## src/include/bsp_defines.svh

```systemverilog
`ifndef BSP_DEFINES_SVH
`define BSP_DEFINES_SVH

// ----------------------------------------------------------------
// Instruction codes
// ----------------------------------------------------------------
`define BSP_IR_W 4
`define BSP_OP_EXTEST 4'h0
`define BSP_OP_SAMPLE 4'h1
`define BSP_OP_IDCODE 4'h2
`define BSP_OP_CLAMP 4'h3
`define BSP_OP_HIGHZ 4'h4
`define BSP_OP_BYPASS 4'hF
`define BSP_IR_CAPTURE 4'h1

// ----------------------------------------------------------------
// Identity value layout (values arbitrary)
// ----------------------------------------------------------------
`define BSP_ID_W 32
`define BSP_ID_REV 4'hA
`define BSP_ID_PART 16'h1234
`define BSP_ID_VENDOR 11'h2A5
`define BSP_ID_MARK 1'h1

// ----------------------------------------------------------------
// Pin counts and snapshot buffer
// ----------------------------------------------------------------
`define BSP_NIN 8
`define BSP_NOUT 8
`define BSP_CHAIN_W 16
`define BSP_FIFO_D 16
`define BSP_TMS_RESET_N 3'h5
`define BSP_SYNC_RST 4'h8

// ----------------------------------------------------------------
// Timing
// ----------------------------------------------------------------
`define BSP_CLK_NS 10
`define BSP_TCK_MIN_NS 100
`define BSP_TCK_MIN_CYC ((`BSP_TCK_MIN_NS + `BSP_CLK_NS - 1) / `BSP_CLK_NS)

`endif

```

## src/include/bsp_pkg.sv

```systemverilog
`include "bsp_defines.svh"
`default_nettype none
package bsp_pkg;

  // Controller states, one-hot
  typedef enum logic [15:0] {
    ST_RESET = 16'h0001,
    ST_IDLE = 16'h0002,
    ST_SEL_DR = 16'h0004,
    ST_CAP_DR = 16'h0008,
    ST_SH_DR = 16'h0010,
    ST_EX1_DR = 16'h0020,
    ST_PAU_DR = 16'h0040,
    ST_EX2_DR = 16'h0080,
    ST_UPD_DR = 16'h0100,
    ST_SEL_IR = 16'h0200,
    ST_CAP_IR = 16'h0400,
    ST_SH_IR = 16'h0800,
    ST_EX1_IR = 16'h1000,
    ST_PAU_IR = 16'h2000,
    ST_EX2_IR = 16'h4000,
    ST_UPD_IR = 16'h8000
  } bsp_state_t;

  // Boundary chain word: outputs above inputs
  typedef struct packed {
    logic [`BSP_NOUT-1:0] outs;
    logic [`BSP_NIN-1:0] ins;
  } bsp_cells_t;

endpackage
`default_nettype wire

```

## src/verilog/bsp_fifo.sv

```systemverilog
`include "bsp_defines.svh"
`default_nettype none
module bsp_fifo #(
  parameter int W = 16,
  parameter int D = 16
) (
  // Clock and reset
  input wire logic clk_i,
  input wire logic nrst_i,
  // Fill side
  input wire logic in_valid_i,
  input wire logic [W-1:0] in_data_i,
  output logic in_ready_o,
  // Drain side
  output logic out_valid_o,
  output logic [W-1:0] out_data_o,
  input wire logic out_ready_i
);
  localparam int PW = $clog2(D);

  logic [W-1:0] mem_ff [D];
  logic [W-1:0] nxt_mem [D];
  logic [PW-1:0] wr_ff, nxt_wr, rd_ff, nxt_rd;
  logic [PW:0] cnt_ff, nxt_cnt;
  logic push, pop;

  // Handshake terms
  assign in_ready_o = (cnt_ff != (PW+1)'(D));
  assign out_valid_o = (cnt_ff != '0);
  assign out_data_o = mem_ff[rd_ff];
  assign push = in_valid_i & in_ready_o;
  assign pop = out_valid_o & out_ready_i;

  // Pointer and storage update
  always_comb
  begin
    nxt_mem = mem_ff;
    nxt_wr = wr_ff;
    nxt_rd = rd_ff;
    nxt_cnt = cnt_ff;
    if (push)
    begin
      nxt_mem[wr_ff] = in_data_i;
      nxt_wr = (wr_ff == PW'(D-1)) ? '0 : wr_ff + 1'b1;
    end
    if (pop)
      nxt_rd = (rd_ff == PW'(D-1)) ? '0 : rd_ff + 1'b1;
    if (push & ~pop)
      nxt_cnt = cnt_ff + 1'b1;
    else if (pop & ~push)
      nxt_cnt = cnt_ff - 1'b1;
  end

  // Registers
  always_ff @(posedge clk_i)
  begin
    if (!nrst_i)
    begin
      wr_ff <= '0;
      rd_ff <= '0;
      cnt_ff <= '0;
      for (int i = 0; i < D; i++)
        mem_ff[i] <= '0;
    end
    else
    begin
      wr_ff <= nxt_wr;
      rd_ff <= nxt_rd;
      cnt_ff <= nxt_cnt;
      mem_ff <= nxt_mem;
    end
  end
endmodule
`default_nettype wire

```

## src/verilog/bsp_tap.sv

```systemverilog
`include "bsp_defines.svh"
`default_nettype none
module bsp_tap
  import bsp_pkg::*;
(
  // Clock and reset
  input wire logic clk_i,
  input wire logic nrst_i,
  // Test port pins
  input wire logic tck_i,
  input wire logic tms_i,
  input wire logic tdi_i,
  input wire logic trst_n_i,
  output logic tdo_o,
  output logic tdo_oe_n_o,
  // Functional pins and core side
  input wire logic [`BSP_NIN-1:0] func_in_i,
  input wire logic [`BSP_NOUT-1:0] core_out_i,
  input wire logic [`BSP_NOUT-1:0] core_oe_n_i,
  output logic [`BSP_NOUT-1:0] pin_out_o,
  output logic [`BSP_NOUT-1:0] pin_oe_n_o,
  // Boundary update snapshots
  output logic snap_valid_o,
  output bsp_cells_t snap_data_o,
  input wire logic snap_ready_i
);

  // ----------------------------------------------------------------
  // Pin synchronisers and test clock edges
  // ----------------------------------------------------------------
  logic [3:0] sync1_ff, sync2_ff;
  logic tck_d_ff;
  logic tck_s, tms_s, tdi_s, trst_n_s, rise, fall;

  // Two stages on each test pin
  always_ff @(posedge clk_i)
  begin
    if (!nrst_i)
    begin
      sync1_ff <= `BSP_SYNC_RST;
      sync2_ff <= `BSP_SYNC_RST;
      tck_d_ff <= 1'b0;
    end
    else
    begin
      sync1_ff <= {trst_n_i, tdi_i, tms_i, tck_i};
      sync2_ff <= sync1_ff;
      tck_d_ff <= sync2_ff[0];
    end
  end

  assign tck_s = sync2_ff[0];
  assign tms_s = sync2_ff[1];
  assign tdi_s = sync2_ff[2];
  assign trst_n_s = sync2_ff[3];

  // Edge events of the test clock
  logic stall;
  assign rise = tck_s & ~tck_d_ff & ~stall;
  assign fall = ~tck_s & tck_d_ff;

  // ----------------------------------------------------------------
  // Controller
  // ----------------------------------------------------------------
  function automatic bsp_state_t tap_next(input bsp_state_t s, input logic m);
    bsp_state_t n;
    n = ST_RESET;
    case (s)
      ST_RESET: n = m ? ST_RESET : ST_IDLE;
      ST_IDLE: n = m ? ST_SEL_DR : ST_IDLE;
      ST_SEL_DR: n = m ? ST_SEL_IR : ST_CAP_DR;
      ST_CAP_DR: n = m ? ST_EX1_DR : ST_SH_DR;
      ST_SH_DR: n = m ? ST_EX1_DR : ST_SH_DR;
      ST_EX1_DR: n = m ? ST_UPD_DR : ST_PAU_DR;
      ST_PAU_DR: n = m ? ST_EX2_DR : ST_PAU_DR;
      ST_EX2_DR: n = m ? ST_UPD_DR : ST_SH_DR;
      ST_UPD_DR: n = m ? ST_SEL_DR : ST_IDLE;
      ST_SEL_IR: n = m ? ST_RESET : ST_CAP_IR;
      ST_CAP_IR: n = m ? ST_EX1_IR : ST_SH_IR;
      ST_SH_IR: n = m ? ST_EX1_IR : ST_SH_IR;
      ST_EX1_IR: n = m ? ST_UPD_IR : ST_PAU_IR;
      ST_PAU_IR: n = m ? ST_EX2_IR : ST_PAU_IR;
      ST_EX2_IR: n = m ? ST_UPD_IR : ST_SH_IR;
      ST_UPD_IR: n = m ? ST_SEL_DR : ST_IDLE;
      default: n = ST_RESET;
    endcase
    return n;
  endfunction

  // Path selection by instruction
  function automatic logic uses_chain(input logic [`BSP_IR_W-1:0] op);
    return (op == `BSP_OP_EXTEST) || (op == `BSP_OP_SAMPLE);
  endfunction

  bsp_state_t st_ff, nxt_st;
  logic [`BSP_IR_W-1:0] ir_sh_ff, nxt_ir_sh, ir_ff, nxt_ir;
  logic pass_ff, nxt_pass;
  logic [`BSP_ID_W-1:0] id_sh_ff, nxt_id_sh;
  bsp_cells_t chain_ff, nxt_chain, upd_ff, nxt_upd;
  logic push_ff, nxt_push;
  logic fifo_ready;
  logic [`BSP_ID_W-1:0] id_value;

  assign id_value = {`BSP_ID_REV, `BSP_ID_PART, `BSP_ID_VENDOR, `BSP_ID_MARK};

  // A pending push into a full snapshot buffer masks test clock rising edges
  assign stall = push_ff & ~fifo_ready;

  // Next state of controller and scan registers
  always_comb
  begin
    nxt_st = st_ff;
    nxt_ir_sh = ir_sh_ff;
    nxt_ir = ir_ff;
    nxt_pass = pass_ff;
    nxt_id_sh = id_sh_ff;
    nxt_chain = chain_ff;
    nxt_upd = upd_ff;
    nxt_push = push_ff & ~fifo_ready;
    if (!trst_n_s)
    begin
      nxt_st = ST_RESET;
      nxt_ir = `BSP_OP_IDCODE;
    end
    else if (rise)
    begin
      nxt_st = tap_next(st_ff, tms_s);
      case (st_ff)
        ST_RESET: nxt_ir = `BSP_OP_IDCODE;
        ST_CAP_IR: nxt_ir_sh = `BSP_IR_CAPTURE;
        ST_SH_IR: nxt_ir_sh = {tdi_s, ir_sh_ff[`BSP_IR_W-1:1]};
        ST_UPD_IR: nxt_ir = ir_sh_ff;
        ST_CAP_DR:
        begin
          nxt_pass = 1'b0;
          if (ir_ff == `BSP_OP_IDCODE)
            nxt_id_sh = id_value;
          else if (uses_chain(ir_ff))
            nxt_chain = '{outs: core_out_i, ins: func_in_i};
        end
        ST_SH_DR:
        begin
          if (ir_ff == `BSP_OP_IDCODE)
            nxt_id_sh = {tdi_s, id_sh_ff[`BSP_ID_W-1:1]};
          else if (uses_chain(ir_ff))
            nxt_chain = {tdi_s, chain_ff[`BSP_CHAIN_W-1:1]};
          else
            nxt_pass = tdi_s;
        end
        ST_UPD_DR:
        begin
          if (uses_chain(ir_ff))
          begin
            nxt_upd = chain_ff;
            nxt_push = 1'b1;
          end
        end
        default: nxt_pass = pass_ff;
      endcase
    end
  end

  always_ff @(posedge clk_i)
  begin
    if (!nrst_i)
    begin
      st_ff <= ST_RESET;
      ir_sh_ff <= `BSP_IR_CAPTURE;
      ir_ff <= `BSP_OP_IDCODE;
      pass_ff <= 1'b0;
      id_sh_ff <= '0;
      chain_ff <= '0;
      upd_ff <= '0;
      push_ff <= 1'b0;
    end
    else
    begin
      st_ff <= nxt_st;
      ir_sh_ff <= nxt_ir_sh;
      ir_ff <= nxt_ir;
      pass_ff <= nxt_pass;
      id_sh_ff <= nxt_id_sh;
      chain_ff <= nxt_chain;
      upd_ff <= nxt_upd;
      push_ff <= nxt_push;
    end
  end

  // ----------------------------------------------------------------
  // Serial output on falling edges
  // ----------------------------------------------------------------
  logic tdo_ff, nxt_tdo, tdo_en_ff, nxt_tdo_en;
  logic shifting;

  assign shifting = (st_ff == ST_SH_IR) || (st_ff == ST_SH_DR);

  // Output bit of the selected path
  always_comb
  begin
    nxt_tdo = tdo_ff;
    nxt_tdo_en = tdo_en_ff;
    if (!trst_n_s)
      nxt_tdo_en = 1'b0;
    else if (fall)
    begin
      nxt_tdo_en = shifting;
      if (st_ff == ST_SH_IR)
        nxt_tdo = ir_sh_ff[0];
      else if (ir_ff == `BSP_OP_IDCODE)
        nxt_tdo = id_sh_ff[0];
      else if (uses_chain(ir_ff))
        nxt_tdo = chain_ff[0];
      else
        nxt_tdo = pass_ff;
    end
  end

  always_ff @(posedge clk_i)
  begin
    if (!nrst_i)
    begin
      tdo_ff <= 1'b0;
      tdo_en_ff <= 1'b0;
    end
    else
    begin
      tdo_ff <= nxt_tdo;
      tdo_en_ff <= nxt_tdo_en;
    end
  end

  assign tdo_o = tdo_ff;
  assign tdo_oe_n_o = ~tdo_en_ff;

  // ----------------------------------------------------------------
  // Functional output control
  // ----------------------------------------------------------------
  logic forcing;
  assign forcing = (ir_ff == `BSP_OP_EXTEST) || (ir_ff == `BSP_OP_CLAMP);

  always_comb
  begin
    if (forcing)
    begin
      pin_out_o = upd_ff.outs;
      pin_oe_n_o = '0;
    end
    else if (ir_ff == `BSP_OP_HIGHZ)
    begin
      pin_out_o = core_out_i;
      pin_oe_n_o = '1;
    end
    else
    begin
      pin_out_o = core_out_i;
      pin_oe_n_o = core_oe_n_i;
    end
  end

  // ----------------------------------------------------------------
  // Snapshot buffer
  // ----------------------------------------------------------------
  bsp_fifo #(
    .W(`BSP_CHAIN_W),
    .D(`BSP_FIFO_D)
  ) u_snap (
    .clk_i(clk_i),
    .nrst_i(nrst_i),
    .in_valid_i(push_ff),
    .in_data_i(upd_ff),
    .in_ready_o(fifo_ready),
    .out_valid_o(snap_valid_o),
    .out_data_o(snap_data_o),
    .out_ready_i(snap_ready_i)
  );

  // ----------------------------------------------------------------
  // Checks
  // ----------------------------------------------------------------
  logic [2:0] tms_cnt_ff;
  always_ff @(posedge clk_i)
  begin
    if (!nrst_i || !trst_n_s)
      tms_cnt_ff <= '0;
    else if (rise)
      tms_cnt_ff <= !tms_s ? 3'h0 : (tms_cnt_ff == `BSP_TMS_RESET_N) ? tms_cnt_ff
                    : tms_cnt_ff + 3'h1;
  end
endmodule
`default_nettype wire

```

## config.mk

```make
export PLATFORM = sky130hd
export DESIGN_NAME = bsp_tap
export DESIGN_NICKNAME = d
export VERILOG_FILES = /design/src/include/bsp_pkg.sv /design/src/verilog/bsp_fifo.sv /design/src/verilog/bsp_tap.sv
export VERILOG_INCLUDE_DIRS = /design/src /design/src/include
export SDC_FILE = /design/constraint.sdc
export NUM_CORES = 1
export LEC_CHECK = 0
export BUFFER_PORTS_ARGS = -buffer_cell sky130_fd_sc_hd__buf_2
export CAP_MARGIN = 5
export CORE_MARGIN = 10
export CORE_UTILIZATION = 45
export CTS_BUF_LIST = sky130_fd_sc_hd__clkbuf_2
export CTS_CLUSTER_DIAMETER = 80
export CTS_CLUSTER_SIZE = 10
export DETAILED_ROUTE_END_ITERATION = 8
export PLACE_DENSITY = 0.71
export SYNTH_ARGS = -nofsm -noshare
export SYNTH_HDL_FRONTEND = slang
export SYNTH_SLANG_ARGS = --single-unit
export TNS_END_PERCENT = 5
```

## constraint.sdc

```tcl
create_clock -name clk_i -period 3.4 [get_ports clk_i]
set_input_delay 0.34 -clock clk_i [delete_from_list [all_inputs] [get_ports clk_i]]
set_output_delay 0.34 -clock clk_i [all_outputs]
set_load 0.05 [all_outputs]
```

Yosys cells after proc, flatten, opt, wreduce, memory -nomap -nowiden
Index checks and enable logic that the tools add are counted.

word-level totals
  register bits = 370
  output and inout bits = 35
  word-level logic and storage cells = 155

operators by class
  add/sub/neg operators = 4
  $lt $le $gt $ge = 3
  equal/unequal tests = 30
  mux-type cells = 46
  bitwise gates (word level) = 17
  reductions and logical operators = 21

operator list
  kind                                              number
  bitwise mux 256 bit                               1
  one-hot mux 16 bit (12 select lines)              1
  2-to-1 mux 16 bit                                 9
  binary-select mux 16 bit (select 4 bit)           1
  demux 16 bit (select 4 bit)                       1
  2-to-1 mux 32 bit                                 2
  one-hot mux 32 bit (2 select lines)               1
  2-to-1 mux 8 bit                                  4
  one-hot mux 16 bit (2 select lines)               1
  2-to-1 mux 9 bit                                  2
  == test 16 x 1 -> 1 bit (second input constant)   1
  == test 16 x 10 -> 1 bit (second input constant)  1
  == test 16 x 11 -> 1 bit (second input constant)  1
  == test 16 x 12 -> 1 bit (second input constant)  1
  == test 16 x 13 -> 1 bit (second input constant)  1
  == test 16 x 14 -> 1 bit (second input constant)  1
  == test 16 x 15 -> 1 bit (second input constant)  1
  == test 16 bit (second input constant)            1
  == test 16 x 2 -> 1 bit (second input constant)   1
  == test 16 x 3 -> 1 bit (second input constant)   1
  == test 16 x 4 -> 1 bit (second input constant)   1
  == test 16 x 5 -> 1 bit (second input constant)   1
  == test 16 x 6 -> 1 bit (second input constant)   1
  == test 16 x 7 -> 1 bit (second input constant)   1
  other kinds (40)                                  84

Logic depth before layout (Yosys ltp)
Gate-level depths: netlist of run 1.

  depth after elaboration = 7
  depth in mapped cells = 12
  depth with buffers taken out = 11

Cells and area by module
From an unflattened synthesis of run 1, not the netlist that was laid out.

unflattened totals
  cells, all modules = 1,622
  area total of the unflattened synthesis = 17,344.1 µm²

modules (own cells, without submodules)
  module    times used  cells each  area each (µm²)
  bsp_fifo  1           1,081       12,728.5
  bsp_tap   1           541         4,615.7

Worst setup path before layout of run 1
Ideal clock, no wire load.

  path type = flip-flop to flip-flop
  start point = register u_snap.cnt_ff[0]
  end point = register u_snap.cnt_ff[4]
  library setup time = 0.071 ns
  arrival = 2.730 ns
  required time = 3.329 ns
  slack = 0.600 ns
  cell stages (with the launch flop) = 12
  path buffers = 0
  cell sequence = dfxtp_1 > or4_1 > o21a_1 > inv_1 > ha_1 > inv_1 > fa_1 > a21o_1 > a21oi_1 > xnor2_1 > or3_1 > a21oi_1

between the ends
  longest elaborated chain between the ends = 5
  elaborated cells on any way between the ends = 13
  those cells by class = add/sub: 2; eq/ne: 1; mux: 2; bitwise: 6; reduce/logical: 2

RTL lines
  element                                                                            line            RTL
  from (decl)                                                                        bsp_fifo.sv:24  logic [PW:0] cnt_ff, nxt_cnt;
  from (signal assigned)                                                             bsp_fifo.sv:69  cnt_ff <= nxt_cnt;
  parallel branches: the longest is 5 deep, another holds subtractor 5 x 1 -> 5 bit  n/a

Parallel ways; which one is timed is not known. The select of a mux whose other input is x is not followed.
A chain may end at the register's enable or synchronous reset.

==> impl_metrics.tcl, run 1 <==
set metrics [dict create \
    drtPass1Iterations 7 \
    finalClockSkew_ns 0.0879 \
    antenna_found_initial 1 \
    holdWs_ns 0.303 \
    drt-initial-drc-count 1099 \
    htreeDepth 2 \
    fin_cells 2340 \
    grtUsageTotal_pct 18.2 \
    numCtsBuffers 42 \
    critPathLaunchType "flip-flop" \
    post-route-drc-count 0 \
    ys.flop_type "dfxtp_1" \
    clock_latency_ns 0.90 \
    power_mw 7.27 \
    worst_pin_slew_ns 0.998 \
    reg2reg_from "u_snap.cnt_ff[0]" \
    finalInstanceArea_um2 17200 \
    end_kind "output pin" \
    final_core_util_pct 48.4 \
    slew-limit-headroom_pct 33.3 \
    coreArea_um2 35600 \
    cts_sinks 370 \
    post_drt_via_cell_ratio 5.66 \
    r2r_slack_ns 0.30 \
    vias 13241 \
    cp_slowest_stage_delay_ns 0.62 \
    synth_nets 1939 \
    crit_chain "buf_16 -> mux4_2 -> mux4_2 -> buf_2" \
    placed_area_um2 16700 \
    final_common_cell "nand2_1" \
    ys_seq_area_share_pct 45.6 \
    synth_edf_count 0 \
    final.min_clock_period_ns 3.32 \
    die-area_um2 44100 \
    initial_core_util_pct 45.7 \
    status "complete, no violations" \
    nets 1917 \
    maxCapViolations 0 \
    final_cell_mix "600 x nand2_1, 368 x dfxtp_1, 296 x a21oi_1" \
    yosysTopAreaCell "dfxtp_1" \
    critical_path_class "reg -> out" \
    hold_depth 4 \
    drv_slew 0 \
    leakage_nw 5.63 \
    tritoncts "yes" \
    wl_per_cell_um 17.8 \
    synthesis.area_um2 16200 \
    drive_gt1_share_pct 13.8 \
    min_path_type "in -> reg" \
    hp-start "core_out_i[5]" \
    cts_root_buf "clkbuf_2" \
    grt_pass1_vias 12958 \
    pre_cts_ws_ns 0.349 \
    synth_cell_type_count 58 \
    cp_max_fo 68 \
    avgSynthCellArea_um2 8.56 \
    synth_top_area_share_pct 45.6 \
    r2r-end "u_snap.cnt_ff[4]" \
    hold_end "chain_ff[13]" \
    io_buffers 65 \
    crit_path_top_delay_cell "mux4_2" \
    drt_wl_total_mm 41.6 \
    ff2ff_path_depth 11 \
    ir_drop_mv 0.276 \
    placed_cells 2265 \
    post-route-period-util_pct 97.8 \
    synthArstFlopShare_pct 0 \
    pin_count 66 \
    setup_slack_ns 0.0763 \
    cp.buffers_inverters 2 \
    register_area_um2 7410 \
    finalHoldViolations 0 \
    place_congestion 0.853 \
    place_hpwl_mm 26.6 \
    cpLargestDelayFamily "multiplexers" \
    cp.required_ns 3.06 \
    clkTransAtPathRegs_ns 0.19 \
    synth_seq_cells 370 \
    ant_nets 0 \
    die_w_um 210 \
    rsz0062_at_grt "yes" \
    ys_top_cells_by_area "dfxtp_1 46%, nand2_1 14%, mux4_2 11%, a21oi_1 9.1%, clkbuf_1 2.9%" \
    tns_ns 0 \
    critPathArrivalTime_ns 2.98 \
    syn_inst 1898 \
    grt_overflow 0 \
    grt_pass1_wl_mm 67.5 \
    multi_input_area_um2 8040 \
    die_y_um 210 \
    row_count 69 \
    cts_max_path_buffers 3 \
    power_density_nw_per_um2 422 \
    crit_top_cell "mux4_2" \
    grt_max_degree 115 \
    n_fill_cell 3408 \
    setup_viol 0 \
    max_clock_freq_ghz 0.301 \
    yosysWarnings 0 \
    syn_to_final_growth_pct 6.02 \
]
worst max-delay path by stage:
stage,from,end,slack (ns),cells past startpoint
2_1_floorplan,u_snap.cnt_ff[0],u_snap.cnt_ff[4],0.60,11
3_3_place_gp,u_snap.cnt_ff[0],u_snap.cnt_ff[4],0.41,11
3_5_place_dp,u_snap.cnt_ff[0],u_snap.cnt_ff[4],0.35,11
4_1_cts,u_snap.rd_ff[1],snap_data_o[10],0.03,4
5_1_grt,u_snap.rd_ff[1],snap_data_o[10],-0.02,4
6_report,u_snap.rd_ff[1],snap_data_o[10],0.08,4
report_power, final:
part	switching (mW)	leakage, nW	total (mW)	internal, mW
Combinational	0.581	2.45	1.02	0.443
Clock	1.41	0.201	1.82	0.410
Sequential	0.0506	2.98	4.43	4.38
kinds of logic after synthesis:
logic type	count (synthesis)	share of synthesized area [%]
muxes	103	12.6
AOI/OAI and AO/OA	390	13.5
buffers and inverters	199	5.00
adders and majority gates	10	0.816
xor gates and xnor gates	16	0.863
DFF	370	45.6
and+or+nand+nor	810	21.6
flip-flops by register name (all words and copies together), names as in the netlist:
register / cells
pass_ff: 1
sync1_ff: 4
sync2_ff: 4
upd_ff: 16
push_ff: 1
ir_sh_ff: 4
st_ff: 16
ir_ff: 4
chain_ff: 16
tdo_en_ff: 1
tdo_o: 1
u_snap.rd_ff: 4
u_snap.mem_ff: 256
id_sh_ff: 32
u_snap.wr_ff: 4
tck_d_ff: 1
u_snap.cnt_ff: 5
timing repair:
| action | in CTS | in global routing |
|---|---|---|
| endpoints found under the setup margin | 15 | 12 |
| setup buffers | 2 | 0 |
| hold endpoints to repair | 28 | 0 |
| gates resized for setup | 1 | 2 |
| hold buffers | 26 | 0 |
worst register-to-register path: stages (launching register included):
cell and delay, ns:
dfxtp_1 0.40, or4_1 0.63, o21a_1 0.25, inv_1 0.13
ha_1 0.20, inv_1 0.11, fa_1 0.41, a21o_1 0.19
a21oi_1 0.18, xnor2_1 0.09, or3_1 0.31, a21oi_1 0.14
synthesized netlist by cell type, types with 5 or more instances:
cell and number:
and2_1 9, mux2_2 9, o21ai_0 20, clkbuf_1 126, and3_1 15, nor2_1 71, xnor2_1 10, a211oi_1 16
xor2_1 6, a22oi_1 9, nor2b_1 5, nand4_1 32, nand3_1 26, buf_2 34, a311oi_1 7, mux4_2 80
dfxtp_1 370, mux2i_1 14, inv_1 10, nor4_1 6, nor4b_1 5, o21a_1 10, nand2_1 600, a211oi_2 9
nor4_4 6, nor3_1 5, buf_1 25, nand2b_1 5, a21oi_1 296, and4_1 9, o21ai_1 5, ha_1 9
metal layers:
layer	global-route usage [%]	part of all wire, %	vias up
li1	-	-	6417
met1	24.0	44	6296
met2	30.4	48	469
met3	3.19	6.9	59
met4	4.64	1.6	0
met5	0	0	-
cell type report:
class,instances,share of cell area (%)
tap,461,3.35
sequential,370,43.0
multi-input combinational,1329,46.7
antenna,1,0.0145
timing repair buffer,123,5.22
clock buffer,43,1.25
inverter,10,0.262
clock inverter,3,0.218
No activity file was read; power rests on OpenSTA's default activity.
==> inputs of run 2 (changes only) <==
SYNTH_HIERARCHICAL = 1   (was not set)
clock period = 3.1 ns   (was 3.4 ns; I/O delays follow)
==> impl_metrics.tcl, run 2 <==
set metrics [dict create \
    status "complete, no violations" \
    slew-limit-headroom_pct 20.9 \
    critPathLaunchType "flip-flop" \
    numCtsBuffers 42 \
    seqPwrFrac_pct 58.3 \
    crit_path_top_delay_cell "mux4_2" \
    drt_wl_total_mm 40.4 \
    maxCapViolations 0 \
    ys.flop_type "dfxtp_1" \
    final_common_cell "dfxtp_1" \
    finalInstanceArea_um2 18800 \
    ys_seq_area_share_pct 42.7 \
    r2r-end "u_snap/cnt_ff[3]" \
    post_drt_via_cell_ratio 5.44 \
    finalClockSkew_ns 0.0713 \
    place_hpwl_mm 24.5 \
    synthesis.area_um2 17300 \
    crit_path_end "snap_data_o[14]" \
    post-route-period-util_pct 97.4 \
    p_sw_mw 2.46 \
    tritoncts "yes" \
    cts_sinks 370 \
    initial_core_util_pct 45.8 \
    grt_max_degree 181 \
    worst_pin_slew_ns 1.18 \
    die_w_um 216 \
    ir_drop_mv 0.259 \
    clkTransAtPathRegs_ns 0.20 \
    grt_pass1_wl_mm 65.3 \
    cp_max_fo 9 \
    place_congestion 0.875 \
    drive_gt1_share_pct 17.3 \
    placed_cells 2099 \
    synthArstFlopShare_pct 0 \
    yosysMostFrequentCell "dfxtp_1" \
    row_count 71 \
    end_kind "output pin" \
    critPathArrivalTime_ns 2.71 \
    leakage_nw 5.94 \
    cts_max_path_buffers 3 \
    vias 11855 \
    rsz0062_at_grt "yes" \
    synth_nets 1663 \
    cp.required_ns 2.79 \
    drt-initial-drc-count 930 \
    max_clock_freq_ghz 0.331 \
    ff2ff_path_depth 9 \
    syn_inst 1622 \
    synth_edf_count 0 \
    power_mw 8.35 \
    swShare_pct 29.4 \
    finalHoldViolations 0 \
    yosysTopAreaCell "dfxtp_1" \
    final_core_util_pct 49.6 \
    fin_cells 2179 \
    antenna_found_initial 1 \
    placed_area_um2 18000 \
    post-route-drc-count 0 \
    combPwrFrac_pct 18.9 \
    cpLargestDelayFamily "multiplexers" \
    power.share.clock_pct 22.8 \
    synth_top_area_share_pct 42.7 \
    path_depth 5 \
    cp_slowest_stage_delay_ns 0.51 \
    io_buffers 65 \
    power_density_nw_per_um2 445 \
    crit_chain "buf_12 -> mux4_2 -> a22oi_2 -> nand2_1 -> buf_4" \
    htreeDepth 2 \
    reg_top3 "u_snap/mem_ff (256), id_sh_ff (32)" \
    drv_slew 0 \
    largest_reg_flops 256 \
    synth_common_cells "370 x dfxtp_1, 278 x mux2i_1, 267 x nor2b_1" \
    die_y_um 216 \
    drtPass1Iterations 5 \
    die-area_um2 46800 \
    grt_overflow 0 \
    avgSynthCellArea_um2 10.7 \
    grt_pass1_vias 12068 \
    ant_nets 0 \
    synth_cell_type_count 66 \
    coreArea_um2 37800 \
    holdWs_ns 0.256 \
    final.min_clock_period_ns 3.02 \
    grtUsageTotal_pct 16.9 \
    pin_count 66 \
    synth_seq_cells 370 \
    reg2reg_from "u_snap/cnt_ff[0]" \
    startpoint "u_snap/rd_ff[0]" \
    largest_register "u_snap/mem_ff" \
    yosysWarnings 6 \
    nets 1707 \
    n_fill_cell 3490 \
    min_path_type "in -> reg" \
    setup_viol 0 \
    cts_root_buf "clkbuf_2" \
    wl_per_cell_um 18.5 \
    r2r_slack_ns 0.38 \
    critical_path_class "reg -> out" \
    syn_to_final_growth_pct 8.20 \
    final_cell_mix "367 x dfxtp_1, 278 x mux2i_1, 267 x nor2b_1" \
    intPower_mw 5.90 \
    clock_latency_ns 0.90 \
    cp.buffers_inverters 2 \
    ys_top_cells_by_area "dfxtp_1 43%, mux2i_1 16%, nor2b_1 9.6%, mux4_2 8.3%, nand2_1 1.8%" \
]
[run 2: cell types whose count changed after synthesis, moves of 27 or more]
cell / change
nor2b_1: +262
nand3_1: +31
mux2i_1: +264
a21oi_1: -267
nand2_1: -518
clkbuf_1: -46
a22oi_1: +27
[run 2: what timing repair did]
item	4_1_cts	5_1_grt
hold endpoints to repair	68	0
setup endpoints to repair	24	15
gates resized for setup	14	24
hold buffers	26	0
pin swaps	0	4
gates cloned	0	2
buffers inserted	5	1
[run 2: per-stage QoR]
stage,TNS [ns],setup slack [ns]
after floorplan,0,0.377
after global placement,0,0.512
after detailed placement,0,0.421
after CTS,-0.0154,-0.00901
after global routing,-0.219,-0.0307
final,0,0.0816
[run 2: how the worst min path moves through the flow]
stage | slack, ns | cells after the start | endpoint | from
5_1_grt | 0.20 | 4 | chain_ff[4] | func_in_i[4]
6_report | 0.26 | 4 | chain_ff[14] | core_out_i[6]
3_5_place_dp | 0.41 | 1 | sync2_ff[3] | sync1_ff[3]
2_1_floorplan | 0.39 | 1 | sync2_ff[3] | sync1_ff[3]
4_1_cts | 0.16 | 4 | chain_ff[11] | core_out_i[3]
3_3_place_gp | 0.40 | 1 | sync2_ff[3] | sync1_ff[3]
[run 2: tightest hold or removal path: stages]
cell           delay [ns]
dlygate4sd3_1        0.53
buf_2                0.12
nand2_1              0.05
a311oi_1             0.08
[run 2: area by class of cell]
type,count,area [µm²],share of cell area (%)
multi-input cells,1105,9310,49.6
flip-flops and latches,370,7410,39.5
repair buffers,141,1150,6.14
well taps,511,639,3.41
clock buffers,44,220,1.17
inverters,6,22.5,0.120
clock inverters,1,3.75,0.0200
diodes,1,2.50,0.0133
[run 2: power by group through the flow]
stage	logic [mW]	clock network, mW	registers [mW]
6_report	1.58	1.90	4.87
3_5_place_dp	1.25	0	5.07
3_3_place_gp	1.24	0	5.06
2_1_floorplan	1.09	0	4.92
5_1_grt	1.68	2.17	4.88
4_1_cts	1.50	1.99	4.87
[run 2: cell families (layout without fill, tap and decap cells)]
logic type,after synthesis,after routing,synth area share [%]
flops,370,370,42.7
fa+ha+maj,10,10,0.765
simple gates,563,563,18.6
other cells,0,1,0
buf+inv,147,192,4.16
compound gates,173,173,8.41
mux,350,350,24.9
xor+xnor,9,9,0.455
[run 2: metal layers]
metal | track usage (%) | part of all wire [%] | vias up
met1 | 22.7 | 48 | 5777
met2 | 27.9 | 47 | 220
met4 | 4.17 | 1.6 | 0
met5 | 0 | 0 | -
met3 | 2.52 | 3.6 | 54
li1 | - | - | 5804
